File: src/hdl/tcaoi_defines.vh
// Purpose: constants for the channel/adjust opcode interpreter
// Assumes: 16-bit opcodes, upper byte is the command
// Notes: definitions only
`ifndef TCAOI_DEFINES_VH
`define TCAOI_DEFINES_VH
// ------------------------------------------------------------
// commands
// ------------------------------------------------------------
`define TCAOI_CMD_EN_CH 8'h40
`define TCAOI_CMD_DIS_CH 8'h41
`define TCAOI_CMD_EN_ALL 8'h42
`define TCAOI_CMD_DIS_ALL 8'h43
`define TCAOI_CMD_WR_PAT 8'h44
`define TCAOI_CMD_RD_PAT 8'h45
`define TCAOI_CMD_WR_PAT32 8'h46
`define TCAOI_CMD_RD_PAT32 8'h47
`define TCAOI_CMD_WR_GOFS 8'h50
`define TCAOI_CMD_RD_GOFS 8'h51
`define TCAOI_CMD_WR_CHADJ 8'h52
`define TCAOI_CMD_RD_CHADJ 8'h53
`define TCAOI_CMD_WR_RC 8'h54
`define TCAOI_CMD_RD_RC 8'h55
`define TCAOI_CMD_SAVE_RC 8'h56
`define TCAOI_CMD_RD_ID 8'h60
`define TCAOI_CMD_RD_FW 8'h61
`define TCAOI_CMD_RST_LOOP 8'h62
// ------------------------------------------------------------
// fields and reset values
// ------------------------------------------------------------
`define TCAOI_COARSE_W 11
`define TCAOI_FINE_W 5
`define TCAOI_ADJ_W 8
`define TCAOI_RC_W 12
`define TCAOI_CHIP_IDX_W 2
`define TCAOI_CHIP_NIB_W 4
`define TCAOI_EN_RST 1'b1
`define TCAOI_RC_RST 12'h000
`define TCAOI_PULSE_CYC 4'h8
`endif

File: src/hdl/tcaoi_pulse.v
// Purpose: fixed-length pulse stretcher for one-shot actions
// Assumes: trigger is a one-cycle strobe on mclk_i
// Notes: retrigger restarts the count
`timescale 1ns/1ps
`default_nettype none
`include "tcaoi_defines.vh"
module tcaoi_pulse (
  // clock and reset
  input wire mclk_i,
  input wire rstn_i,
  input wire ce_i,
  // trigger and output
  input wire trig_i,
  output reg pulse_o
);
  reg [3:0] cnt_reg;
  always @(posedge mclk_i or negedge rstn_i) begin
    if (!rstn_i) begin
      cnt_reg <= 4'h0;
      pulse_o <= 1'b0;
    end else if (ce_i) begin
      if (trig_i) begin
        cnt_reg <= `TCAOI_PULSE_CYC;
        pulse_o <= 1'b1;
      end else if (cnt_reg != 4'h0) begin
        cnt_reg <= cnt_reg - 4'h1;
        pulse_o <= (cnt_reg != 4'h1);
      end else begin
        pulse_o <= 1'b0;
      end
    end
  end
endmodule
`default_nettype wire

File: src/hdl/tcaoi_sync.v
// Purpose: two-flop synchroniser for pin inputs
// Assumes: single clock mclk_i
// Notes: first stage feeds only the second
`timescale 1ns/1ps
`default_nettype none
module tcaoi_sync #(
  parameter W = 1
) (
  // clock and reset
  input wire mclk_i,
  input wire rstn_i,
  input wire ce_i,
  // data
  input wire [W-1:0] d_i,
  output reg [W-1:0] q_o
);
  reg [W-1:0] meta_reg;
  always @(posedge mclk_i or negedge rstn_i) begin
    if (!rstn_i) begin
      meta_reg <= {W{1'b0}};
      q_o <= {W{1'b0}};
    end else if (ce_i) begin
      meta_reg <= d_i;
      q_o <= meta_reg;
    end
  end
endmodule
`default_nettype wire

File: src/hdl/tcaoi_top.v
// Purpose: opcode interpreter for channel enable, adjust and misc commands
// Assumes: host gives opcode/data words as one-cycle strobes on mclk_i
// Notes: fw revision byte and chip revision nibble are pins, synchronised
//
// How it works
// - opcode 40nn enables channel nn, 0 to 1f on wide variant
// - opcode 41nn disables channel nn, narrow variant ends at 0f
// - opcode 42xx enables every channel, low byte ignored
// - opcode 43xx disables every channel, low byte ignored
// - enable changes apply at any time, acquisition need not stop
// - word 0 bit k is channel k, word 1 bit k is channel 16+k
// - 45xx offers the enable pattern as one or two words, then waits
// - 460n takes two words as chip n's 32-channel enable pattern
// - 470n offers chip n's 32-channel pattern as two words
// - command processing stalls until the exact word count has moved
// - 50xx takes 11-bit coarse then 5-bit fine global offset
// - 51xx returns coarse offset then fine offset
// - 52nn takes one word, low 8 bits set channel nn offset
// - 53nn returns channel nn offset in low 8 bits
// - 540n takes one word, low 12 bits set chip n rc calibration
// - 550n makes one transfer holding chip n rc calibration
// - 56xx stores rc adjustment to nonvolatile memory, no data
// - 600n returns chip n id word, low nibble is chip revision
// - 61xx returns firmware revision in low 8 bits
// - 62xx resets the pll and dll of the chips, no data
`timescale 1ns/1ps
`default_nettype none
`include "tcaoi_defines.vh"
module tcaoi_top #(
  parameter NCH = 32,
  parameter NCHIP = 4,
  parameter [15:0] ID_BASE = 16'ha5c0 // arbitrary value
) (
  // clock, reset, enable
  input wire mclk_i,
  input wire rstn_i,
  input wire ce_i,
  // host word port
  input wire wr_i,
  input wire [15:0] wdata_i,
  input wire rd_i,
  output reg [15:0] rdata_o,
  output reg rvalid_o,
  output reg busy_o,
  output reg err_o,
  // pins
  input wire [7:0] fw_rev_i,
  input wire [3:0] chip_rev_i,
  // settings
  output reg [NCH-1:0] ch_en_o,
  output reg [32*NCHIP-1:0] chip_en_o,
  output reg [`TCAOI_COARSE_W-1:0] coarse_ofs_o,
  output reg [`TCAOI_FINE_W-1:0] fine_ofs_o,
  output reg [`TCAOI_ADJ_W*NCH-1:0] ch_adj_o,
  output reg [`TCAOI_RC_W*NCHIP-1:0] rc_cal_o,
  output reg rc_save_o,
  output reg loop_rst_o
);
  // ------------------------------------------------------------
  // states
  // ------------------------------------------------------------
  localparam ST_IDLE = 2'h0;
  localparam ST_WR = 2'h1;
  localparam ST_RD = 2'h2;
  localparam [1:0] NW = (NCH > 16) ? 2'h2 : 2'h1;

  reg [1:0] state_reg;
  reg [7:0] cmd_reg;
  reg [7:0] idx_reg;
  reg [1:0] left_reg;
  reg [15:0] hold_reg;
  reg save_trig_reg;
  reg rst_trig_reg;
  reg [`TCAOI_ADJ_W-1:0] adj_mem [0:NCH-1];
  wire [7:0] fw_s;
  wire [3:0] rev_s;
  wire save_pulse;
  wire loop_pulse;
  wire [7:0] opc = wdata_i[15:8];
  wire [7:0] opi = wdata_i[7:0];
  integer i;

  // ------------------------------------------------------------
  // helpers
  // ------------------------------------------------------------
  // bits needed to index n items
  function integer idx_bits;
    input integer n;
    integer k;
    begin
      idx_bits = 1;
      for (k = 2; k < n; k = k * 2)
        idx_bits = idx_bits + 1;
    end
  endfunction

  // narrow variant indexes with fewer bits
  localparam CH_IDX_W = idx_bits(NCH);

  // number of data words for a command, read flag in bit 2
  function [2:0] words_of;
    input [7:0] c;
    begin
      case (c)
        `TCAOI_CMD_WR_PAT: words_of = {1'b0, NW};
        `TCAOI_CMD_RD_PAT: words_of = {1'b1, NW};
        `TCAOI_CMD_WR_PAT32: words_of = 3'h2;
        `TCAOI_CMD_RD_PAT32: words_of = 3'h6;
        `TCAOI_CMD_WR_GOFS: words_of = 3'h2;
        `TCAOI_CMD_RD_GOFS: words_of = 3'h6;
        `TCAOI_CMD_WR_CHADJ: words_of = 3'h1;
        `TCAOI_CMD_RD_CHADJ: words_of = 3'h5;
        `TCAOI_CMD_WR_RC: words_of = 3'h1;
        `TCAOI_CMD_RD_RC: words_of = 3'h5;
        `TCAOI_CMD_RD_ID: words_of = 3'h5;
        `TCAOI_CMD_RD_FW: words_of = 3'h5;
        default: words_of = 3'h0;
      endcase
    end
  endfunction

  // index in range for channel or chip commands
  function idx_ok;
    input [7:0] c;
    input [7:0] n;
    begin
      case (c)
        `TCAOI_CMD_EN_CH, `TCAOI_CMD_DIS_CH,
        `TCAOI_CMD_WR_CHADJ, `TCAOI_CMD_RD_CHADJ: idx_ok = (n < NCH);
        `TCAOI_CMD_WR_PAT32, `TCAOI_CMD_RD_PAT32, `TCAOI_CMD_WR_RC,
        `TCAOI_CMD_RD_RC, `TCAOI_CMD_RD_ID: idx_ok = (n < NCHIP);
        default: idx_ok = 1'b1;
      endcase
    end
  endfunction

  // ------------------------------------------------------------
  // opcode decode
  // ------------------------------------------------------------
  // length and direction of the data phase
  wire [2:0] op_words;
  wire [1:0] op_cnt;
  wire op_rd;
  wire op_ok;
  wire [CH_IDX_W-1:0] ch_sel;
  wire [`TCAOI_CHIP_IDX_W-1:0] chip_sel;
  assign op_words = words_of(opc);
  assign op_cnt = op_words[1:0];
  assign op_rd = op_words[2];
  assign op_ok = idx_ok(opc, opi);
  assign ch_sel = idx_reg[CH_IDX_W-1:0];
  assign chip_sel = idx_reg[`TCAOI_CHIP_IDX_W-1:0];

  // ------------------------------------------------------------
  // pin synchronisers and action pulses
  // ------------------------------------------------------------
  tcaoi_sync #(.W(8)) u_fw_sync (
    .mclk_i(mclk_i),
    .rstn_i(rstn_i),
    .ce_i(ce_i),
    .d_i(fw_rev_i),
    .q_o(fw_s)
  );
  tcaoi_sync #(.W(4)) u_rev_sync (
    .mclk_i(mclk_i),
    .rstn_i(rstn_i),
    .ce_i(ce_i),
    .d_i(chip_rev_i),
    .q_o(rev_s)
  );
  tcaoi_pulse u_save (
    .mclk_i(mclk_i),
    .rstn_i(rstn_i),
    .ce_i(ce_i),
    .trig_i(save_trig_reg),
    .pulse_o(save_pulse)
  );
  tcaoi_pulse u_loop (
    .mclk_i(mclk_i),
    .rstn_i(rstn_i),
    .ce_i(ce_i),
    .trig_i(rst_trig_reg),
    .pulse_o(loop_pulse)
  );

  // ------------------------------------------------------------
  // read word selection
  // ------------------------------------------------------------
  reg [15:0] rword;
  reg [31:0] pat32;
  always @* begin
    rword = 16'h0000;
    pat32 = chip_en_o[32*chip_sel +: 32];
    case (cmd_reg)
      `TCAOI_CMD_RD_PAT: begin
        if (left_reg == NW)
          rword = ch_en_o[15:0];
        else
          rword = ch_en_o[NCH-1 -: 16];
      end
      `TCAOI_CMD_RD_PAT32: begin
        rword = (left_reg == 2'h2) ? pat32[15:0] : pat32[31:16];
      end
      `TCAOI_CMD_RD_GOFS: begin
        if (left_reg == 2'h2)
          rword = {{(16-`TCAOI_COARSE_W){1'b0}}, coarse_ofs_o};
        else
          rword = {{(16-`TCAOI_FINE_W){1'b0}}, fine_ofs_o};
      end
      `TCAOI_CMD_RD_CHADJ: rword = {8'h00, adj_mem[ch_sel]};
      `TCAOI_CMD_RD_RC: begin
        rword = {4'h0, rc_cal_o[`TCAOI_RC_W*idx_reg[`TCAOI_CHIP_IDX_W-1:0]
          +: `TCAOI_RC_W]};
      end
      `TCAOI_CMD_RD_ID: rword = {ID_BASE[15:4], rev_s};
      `TCAOI_CMD_RD_FW: rword = {8'h00, fw_s};
      default: rword = 16'h0000;
    endcase
  end

  // ------------------------------------------------------------
  // interpreter
  // ------------------------------------------------------------
  always @(posedge mclk_i or negedge rstn_i) begin
    if (!rstn_i) begin
      state_reg <= ST_IDLE;
      cmd_reg <= 8'h00;
      idx_reg <= 8'h00;
      left_reg <= 2'h0;
      hold_reg <= 16'h0000;
      rdata_o <= 16'h0000;
      rvalid_o <= 1'b0;
      busy_o <= 1'b0;
      err_o <= 1'b0;
      ch_en_o <= {NCH{`TCAOI_EN_RST}};
      chip_en_o <= {(32*NCHIP){`TCAOI_EN_RST}};
      coarse_ofs_o <= {`TCAOI_COARSE_W{1'b0}};
      fine_ofs_o <= {`TCAOI_FINE_W{1'b0}};
      ch_adj_o <= {(`TCAOI_ADJ_W*NCH){1'b0}};
      rc_cal_o <= {NCHIP{`TCAOI_RC_RST}};
      save_trig_reg <= 1'b0;
      rst_trig_reg <= 1'b0;
      rc_save_o <= 1'b0;
      loop_rst_o <= 1'b0;
      for (i = 0; i < NCH; i = i + 1)
        adj_mem[i] <= {`TCAOI_ADJ_W{1'b0}};
    end else if (ce_i) begin
      save_trig_reg <= 1'b0;
      rst_trig_reg <= 1'b0;
      rc_save_o <= save_pulse;
      loop_rst_o <= loop_pulse;
      case (state_reg)
        ST_IDLE: begin
          rvalid_o <= 1'b0;
          if (wr_i) begin
            cmd_reg <= opc;
            idx_reg <= opi;
            err_o <= !op_ok;
            // a bad index drops the command and its data phase
            if (op_ok) begin
              case (opc)
                `TCAOI_CMD_EN_CH: ch_en_o[opi[CH_IDX_W-1:0]] <= 1'b1;
                `TCAOI_CMD_DIS_CH: ch_en_o[opi[CH_IDX_W-1:0]] <= 1'b0;
                `TCAOI_CMD_EN_ALL: ch_en_o <= {NCH{1'b1}};
                `TCAOI_CMD_DIS_ALL: ch_en_o <= {NCH{1'b0}};
                `TCAOI_CMD_SAVE_RC: save_trig_reg <= 1'b1;
                `TCAOI_CMD_RST_LOOP: rst_trig_reg <= 1'b1;
                default: ;
              endcase
              if (op_cnt != 2'h0) begin
                left_reg <= op_cnt;
                busy_o <= 1'b1;
                state_reg <= op_rd ? ST_RD : ST_WR;
              end
            end
          end
        end
        ST_WR: begin
          if (wr_i) begin
            left_reg <= left_reg - 2'h1;
            // the first word of a 46nn or 50xx pair waits in hold_reg, 44xx words land at once
            case (cmd_reg)
              `TCAOI_CMD_WR_PAT: begin
                if (left_reg == NW)
                  ch_en_o[15:0] <= wdata_i;
                else
                  ch_en_o[NCH-1 -: 16] <= wdata_i;
              end
              `TCAOI_CMD_WR_PAT32: begin
                if (left_reg == 2'h2)
                  hold_reg <= wdata_i;
                else
                  chip_en_o[32*chip_sel +: 32] <= {wdata_i, hold_reg};
              end
              `TCAOI_CMD_WR_GOFS: begin
                if (left_reg == 2'h2)
                  hold_reg <= wdata_i;
                else begin
                  coarse_ofs_o <= hold_reg[`TCAOI_COARSE_W-1:0];
                  fine_ofs_o <= wdata_i[`TCAOI_FINE_W-1:0];
                end
              end
              `TCAOI_CMD_WR_CHADJ: begin
                adj_mem[ch_sel] <= wdata_i[`TCAOI_ADJ_W-1:0];
                ch_adj_o[`TCAOI_ADJ_W*ch_sel +: `TCAOI_ADJ_W]
                  <= wdata_i[`TCAOI_ADJ_W-1:0];
              end
              `TCAOI_CMD_WR_RC: begin
                rc_cal_o[`TCAOI_RC_W*idx_reg[`TCAOI_CHIP_IDX_W-1:0]
                  +: `TCAOI_RC_W] <= wdata_i[`TCAOI_RC_W-1:0];
              end
              default: ;
            endcase
            if (left_reg == 2'h1) begin
              busy_o <= 1'b0;
              state_reg <= ST_IDLE;
            end
          end
        end
        ST_RD: begin
          // load once and hold while offered, so a moving pin cannot tear the word
          if (!rvalid_o) begin
            rdata_o <= rword;
            rvalid_o <= 1'b1;
          end
          if (rd_i && rvalid_o) begin
            left_reg <= left_reg - 2'h1;
            rvalid_o <= 1'b0;
            if (left_reg == 2'h1) begin
              busy_o <= 1'b0;
              state_reg <= ST_IDLE;
            end
          end
        end
        default: state_reg <= ST_IDLE;
      endcase
    end
  end
endmodule
`default_nettype wire

File: config.mk
export PLATFORM = sky130hd
export DESIGN_NAME = tcaoi_top
export DESIGN_NICKNAME = d
export VERILOG_FILES = /design/src/hdl/tcaoi_pulse.v /design/src/hdl/tcaoi_sync.v /design/src/hdl/tcaoi_top.v
export VERILOG_INCLUDE_DIRS = /design/src /design/src/hdl
export SDC_FILE = /design/constraint.sdc
export NUM_CORES = 2
export LEC_CHECK = 0
export ABC_AREA = 0
export BUFFER_PORTS_ARGS = -buffer_cell sky130_fd_sc_hd__buf_4
export CORE_MARGIN = 5
export CORE_UTILIZATION = 55
export DETAILED_ROUTE_END_ITERATION = 8
export PLACE_DENSITY_LB_ADDON = 0.15
export REMOVE_ABC_BUFFERS = 1
export SYNTH_ARGS = -nofsm -noshare
export SYNTH_HDL_FRONTEND = slang
export SYNTH_SLANG_ARGS = --single-unit
File: constraint.sdc
create_clock -name mclk_i -period 5.65 [get_ports mclk_i]
set_clock_uncertainty 0.05 [all_clocks]
set_input_delay 0.565 -clock mclk_i [delete_from_list [all_inputs] [get_ports mclk_i]]
set_output_delay 0.565 -clock mclk_i [all_outputs]
set_load 0.01 [all_outputs]
---- Yosys cells after proc, flatten, opt, wreduce, memory -nomap -nowiden ----
Cells that the tools add are included.
word-level totals
  bits in registers ....................... 826
  input port bits ......................... 33
  output and inout port bits .............. 501
  word-level logic and storage cells ...... 230
cells by class
  $add $sub $neg .......................... 6
  multiply operators ...................... 1
  magnitude comparators ................... 6
  equal/unequal tests ..................... 45
  shift-type cells ........................ 8
  mux-type cells .......................... 64
  bitwise logic cells ..................... 6
  reductions and logical operators ........ 34
operators with widths
  operator                                                                   count
  256-bit bitwise mux                                                        2
  8-bit by 34-bit variable shift with 256-bit output, first input constant   1
  8-bit by 34-bit variable part select with 256-bit output                   1
  8-bit by 7-bit equality test with 1-bit output, second input constant      30
  128-bit bitwise mux                                                        1
  32-bit 2-to-1 mux                                                          4
  32-bit one-hot mux with 4 select lines                                     1
  32-bit by 34-bit variable shift with 128-bit output, first input constant  1
  128-bit by 8-bit variable part select with 32-bit output                   1
  32-bit by 34-bit variable part select with 128-bit output                  1
  16-bit one-hot mux with 7 select lines                                     1
  16-bit 2-to-1 mux                                                          4
  32-bit one-hot mux with 2 select lines                                     1
  48-bit bitwise mux                                                         1
  12-bit by 34-bit variable shift with 48-bit output, first input constant   1
  12-bit by 34-bit variable part select with 48-bit output                   1
  48-bit by 7-bit variable part select with 12-bit output                    1
  8-bit binary-select mux with 5-bit select                                  1
  8-bit demux with 5-bit select                                              1
  6-bit negation with 34-bit output                                          1
  7-bit negation with 34-bit output                                          1
  8-bit negation with 34-bit output                                          1
  32-bit AND                                                                 1
  32-bit inverter                                                            1
  other kinds (45)                                                           110

---- Depth between registers and ports, before layout ----
  word-level depth ........................ 10
  mapped depth ............................ 17
  gate-level depth less buffers ........... 11

---- By module ----
Synthesis repeated with hierarchy kept, for this count alone.
second synthesis, totals
  cells, all modules ...................... 3274
  area total of the unflattened synthesis .. 38146.6 µm²
modules (own cells, without submodules)
  module                    instances  cells an instance  area an instance (µm²)  sequential area each (µm²)
  tcaoi_top                 1          3161               36562.6                 20019.2
  tcaoi_sync at u_fw_sync   1          34                 649.4                   400.4
  tcaoi_pulse               2          31                 301.5                   125.1
  tcaoi_sync at u_rev_sync  1          17                 331.6                   200.2

---- Worst setup path before layout ----
No wires, ideal clock.
  path type ............................... register to register
  start ................................... reg idx_reg[1]
  end ..................................... reg ch_adj_o[246]
  setup time .............................. 131 ps
  arrival time ............................ 3895 ps
  required time ........................... 5469 ps
  setup slack ............................. 1574 ps
  stages on the path, launching flop included .. 18
  buffers on the path ..................... 7
  clock period less this slack ............ 4076 ps
  path through ............................ dfrtp_1 -> clkbuf_1 -> clkbuf_1 -> clkbuf_1 -> inv_1 -> ha_1 -> clkbuf_1 -> inv_1 -> clkbuf_1 -> nor3_1 -> ha_1 -> clkbuf_1 -> o21bai_1 -> nor4_4 -> nand3_1 -> clkbuf_1 -> nand2_1 -> o21ai_0
between the ends
  word-level cells in the longest chain between the ends .. 3
  elaborated cells on any way between the ends .. 4
  those cells by class .................... add/sub (1); shift (2); mux (1)
ends and longest elaborated chain
  element                                                                                                                                line             source
  from (decl)                                                                                                                            tcaoi_top.v:69   reg [7:0] idx_reg;
  from (signal assigned)                                                                                                                 tcaoi_top.v:257  idx_reg <= opi;
  8-bit negation with 34-bit output *                                                                                                    tcaoi_top.v:305  ch_adj_o[`TCAOI_ADJ_W*ch_sel +: `TCAOI_ADJ_W]
  8-bit by 34-bit variable part select with 256-bit output / 8-bit by 34-bit variable shift with 256-bit output (equally long branches)  tcaoi_top.v:305
  256-bit bitwise mux *                                                                                                                  tcaoi_top.v:305
  to (signal assigned)                                                                                                                   tcaoi_top.v:239  ch_adj_o <= {(`TCAOI_ADJ_W*NCH){1'b0}};
  to (decl)                                                                                                                              tcaoi_top.v:54   output reg [`TCAOI_ADJ_W*NCH-1:0] ch_adj_o,
Mark *: on every way between the ends. The rest lies on a longest branch, timed or not.
A chain may end at the register's enable or synchronous reset.

---- Worst setup path in the final report ----
  start ................................... reg state_reg[1]
  end ..................................... reg ch_adj_o[164]
between the ends
  word-level cells in the longest chain between the ends .. 2
ends and longest elaborated chain
  element                                         line             source
  from (decl)                                     tcaoi_top.v:67   reg [1:0] state_reg;
  from (signal assigned)                          tcaoi_top.v:273  state_reg <= op_rd ? ST_RD : ST_WR;
  2-bit by 1-bit equality test with 1-bit output  tcaoi_top.v:252  case (state_reg)
  4-bit AND reduction (no source line)            --
Every way passes these cells.

==> flow_summary.toml <==
[clock_network]
clk_latency_ns = 0.65
cts_root_buf = "clkbuf_16"
clkSinkCount = 826
cts_tree = "yes"
clockBufferDepth = 3
htreeDepth = 3
post_cts_buffers = 0
holdBufCountCts = 1
cts_resized = 0
path_clk_slew_ns = 0.07
numCtsBuffers = 86

[critical_path]
worst_path_max_delay_cell = "nor2b_1"
path_cells = "inv_1 > ha_1 > nand3_2 > or3b_1 > nor3_4 > nand3b_2 > nor2b_1 > mux2_2"
critPathMaxStageDelay_ns = 0.81
crit_buf_inv = 1
cp_top_family = "simple AND/OR/NAND/NOR gates"
cp_max_fo = 21
cp-startpoint = "state_reg[1]"
path_class = "register to register"
crit_path_start_kind = "register"
crit_arrival_ns = 4.78
worstSetupEndpointType = "register"
r2r-start = "state_reg[1]"
worstPathRequired_ns = 6.12

[finish]
antenna_cells = 0
reg.largest.list = "adj_mem x256, ch_adj_o x256, chip_en_o x128"
final_area_sq_um = 45800
area_growth_pct = 20.2
utilization = 0.667
final_common_cell = "dfrtp_1"
drive_gt1_frac = 0.364
fin_nets = 3848
final_cell_mix = "dfrtp_1, buf_4, nand2_1"

[floorplan]
core_area_sq_um = 68700
die_width_microns = 273
ios = 534
die_area_sq_um = 74700
die_height_microns = 273
initial_core_util = 0.555
placementRows = 96

[logic_synthesis]
synth_edf_count = 0
synth-main-ff-cell = "dfrtp_1"
synth-async-reset-ratio = 1.00
synth_warnings = 0
avgSynthCellArea_sq_um = 11.3
yosysSeqAreaShare = 0.547
synth_area_sq_um = 38200
synth.distinct_cells = 78
synthCells = 3377
ys_ff_latch = 826

[hold_path]
hold_class = "input port to register"
min-delay-start = "fw_rev_i[1]"

[timing]
worst_pin_slew_ns = 1.32
finalCritPeriodShare = 0.764
period_needed_ns = 4.32
final_max_slew_viol_count = 0
fmax_mhz = 232
finalSetupViolations = 0
hold_viol = 0
rsz0062_at_grt = "false"
relSlewSlack = 0.116

[detailed_routing]
drc = 0
drt-total-wl_microns = 131000
firstDrtPassIters = 6
vias_per_cell = 6.24
ant_nets = 0
drtIter0Drc = 3379
wl_per_cell_microns = 27.3
vias = 29962

[grt]
grt_overflow = 0
grt_pass1_wl_microns = 195000
antenna_found_initial = 0
grt_max_degree = 173
grt_usage = 0.341
grt_pass1_vias = 29201

[place]
dp_hpwl_microns = 90500
place_congestion = 0.917
io_buffers = 533
placed_area_sq_um = 42900

[power]
p_per_area_nw_per_um2 = 388
max-vdd-ir-drop_mv = 0.580
leakagePower_nw = 21.3

[run_status]
status = "finished clean"

[job]
drv_cap = 0
-- layer usage --
metal | up-vias | global-route usage | wire length (microns)
li1 | 12950 | - | -
met5 | - | 0 | 0
met2 | 1562 | 0.538 | 60900
met3 | 325 | 0.0668 | 11900
met1 | 15125 | 0.462 | 51200
met4 | 0 | 0.159 | 7130
-- path summary, 6_finish.rpt --
path | end | slack (ns) | cells after the start
worst max register to register | ch_adj_o[164] | 1.33 | 8
worst min register to register | ch_adj_o[130] | 0.43 | 2
worst min-delay path | u_fw_sync.meta_reg[1] | 0.10 | 2
max in group asynchronous | ch_adj_o[173] | 3.63 | 3
worst max-delay path | ch_adj_o[164] | 1.33 | 8
min in group asynchronous | hold_reg[14] | 0.49 | 2
-- where the power goes --
| group | total [mW] | switching [mW] | internal [mW] |
|---|---|---|---|
| combinational | 5.16 | 3.64 | 1.51 |
| clock | 5.93 | 2.43 | 3.50 |
| sequential | 6.69 | 0.378 | 6.31 |
-- cell usage after synthesis (17+ instances only) --
cell type	instances	share of area
mux4_2	44	0.026
nand3_1	31	0.0041
o41ai_1	17	0.0039
buf_2	29	0.0038
nand2b_1	24	0.0039
dfrtp_1	666	0.44
clkbuf_1	195	0.019
a31oi_1	39	0.0064
dfstp_2	160	0.11
inv_1	40	0.0039
nand2_1	556	0.055
o21ai_0	242	0.032
nor2_1	172	0.017
a21oi_1	66	0.0087
and2_1	17	0.0028
nor4_1	23	0.0038
mux2_2	428	0.13
mux2i_1	177	0.046
nor3_1	19	0.0025
o22ai_1	72	0.012
buf_1	21	0.0021
o31ai_1	142	0.028
-- cells by family after synthesis --
kind of cell               Yosys count  share of synthesized area
and+or+nand+nor                    938                      0.111
muxes                              649                      0.199
DFF                                826                      0.547
AOI/OAI and AO/OA                  654                      0.107
xor gates and xnor gates             3                    0.00108
buffers and inverters              291                     0.0300
adders and majority gates           16                    0.00525
-- final cells by class --
type,count,area (sq um)
Fill cell,5359,22900
Sequential cell,826,20900
Multi-Input combinational cell,2260,16200
Timing Repair Buffer,584,4480
Clock buffer,132,2680
Tap cell,931,1160
Clock inverter,29,292
Inverter,41,154
-- through the flow --
| step | hold WS (ns) | TNS, ns | cells | setup slack (ns) | total power, mW |
|---|---|---|---|---|---|
| 6_report | 0.105 | 0 | 4803 | 1.33 | 17.8 |
| 5_1_grt | 0.109 | 0 | 4803 | 1.14 | 18.4 |
| 4_1_cts | 0.0934 | 0 | 4803 | 1.40 | 17.7 |
| 3_5_place_dp | 0.416 | 0 | 4641 | 1.38 | 11.8 |
| 3_3_place_gp | 0.409 | 0 | 4641 | 1.50 | 11.8 |
| 2_1_floorplan | 0.219 | -1428.90 | 3127 | -3.34 | 9.81 |
-- worst reg2reg max path: cells and delay by family, from the launching register on --
family	cells	cell delay, ns
adders and majority gates	1	0.77
buffers and inverters	1	0.11
and+or+nand+nor	5	2.46
DFF	1	0.40
muxes	1	0.42
Power figures use the tool's default switching activity.
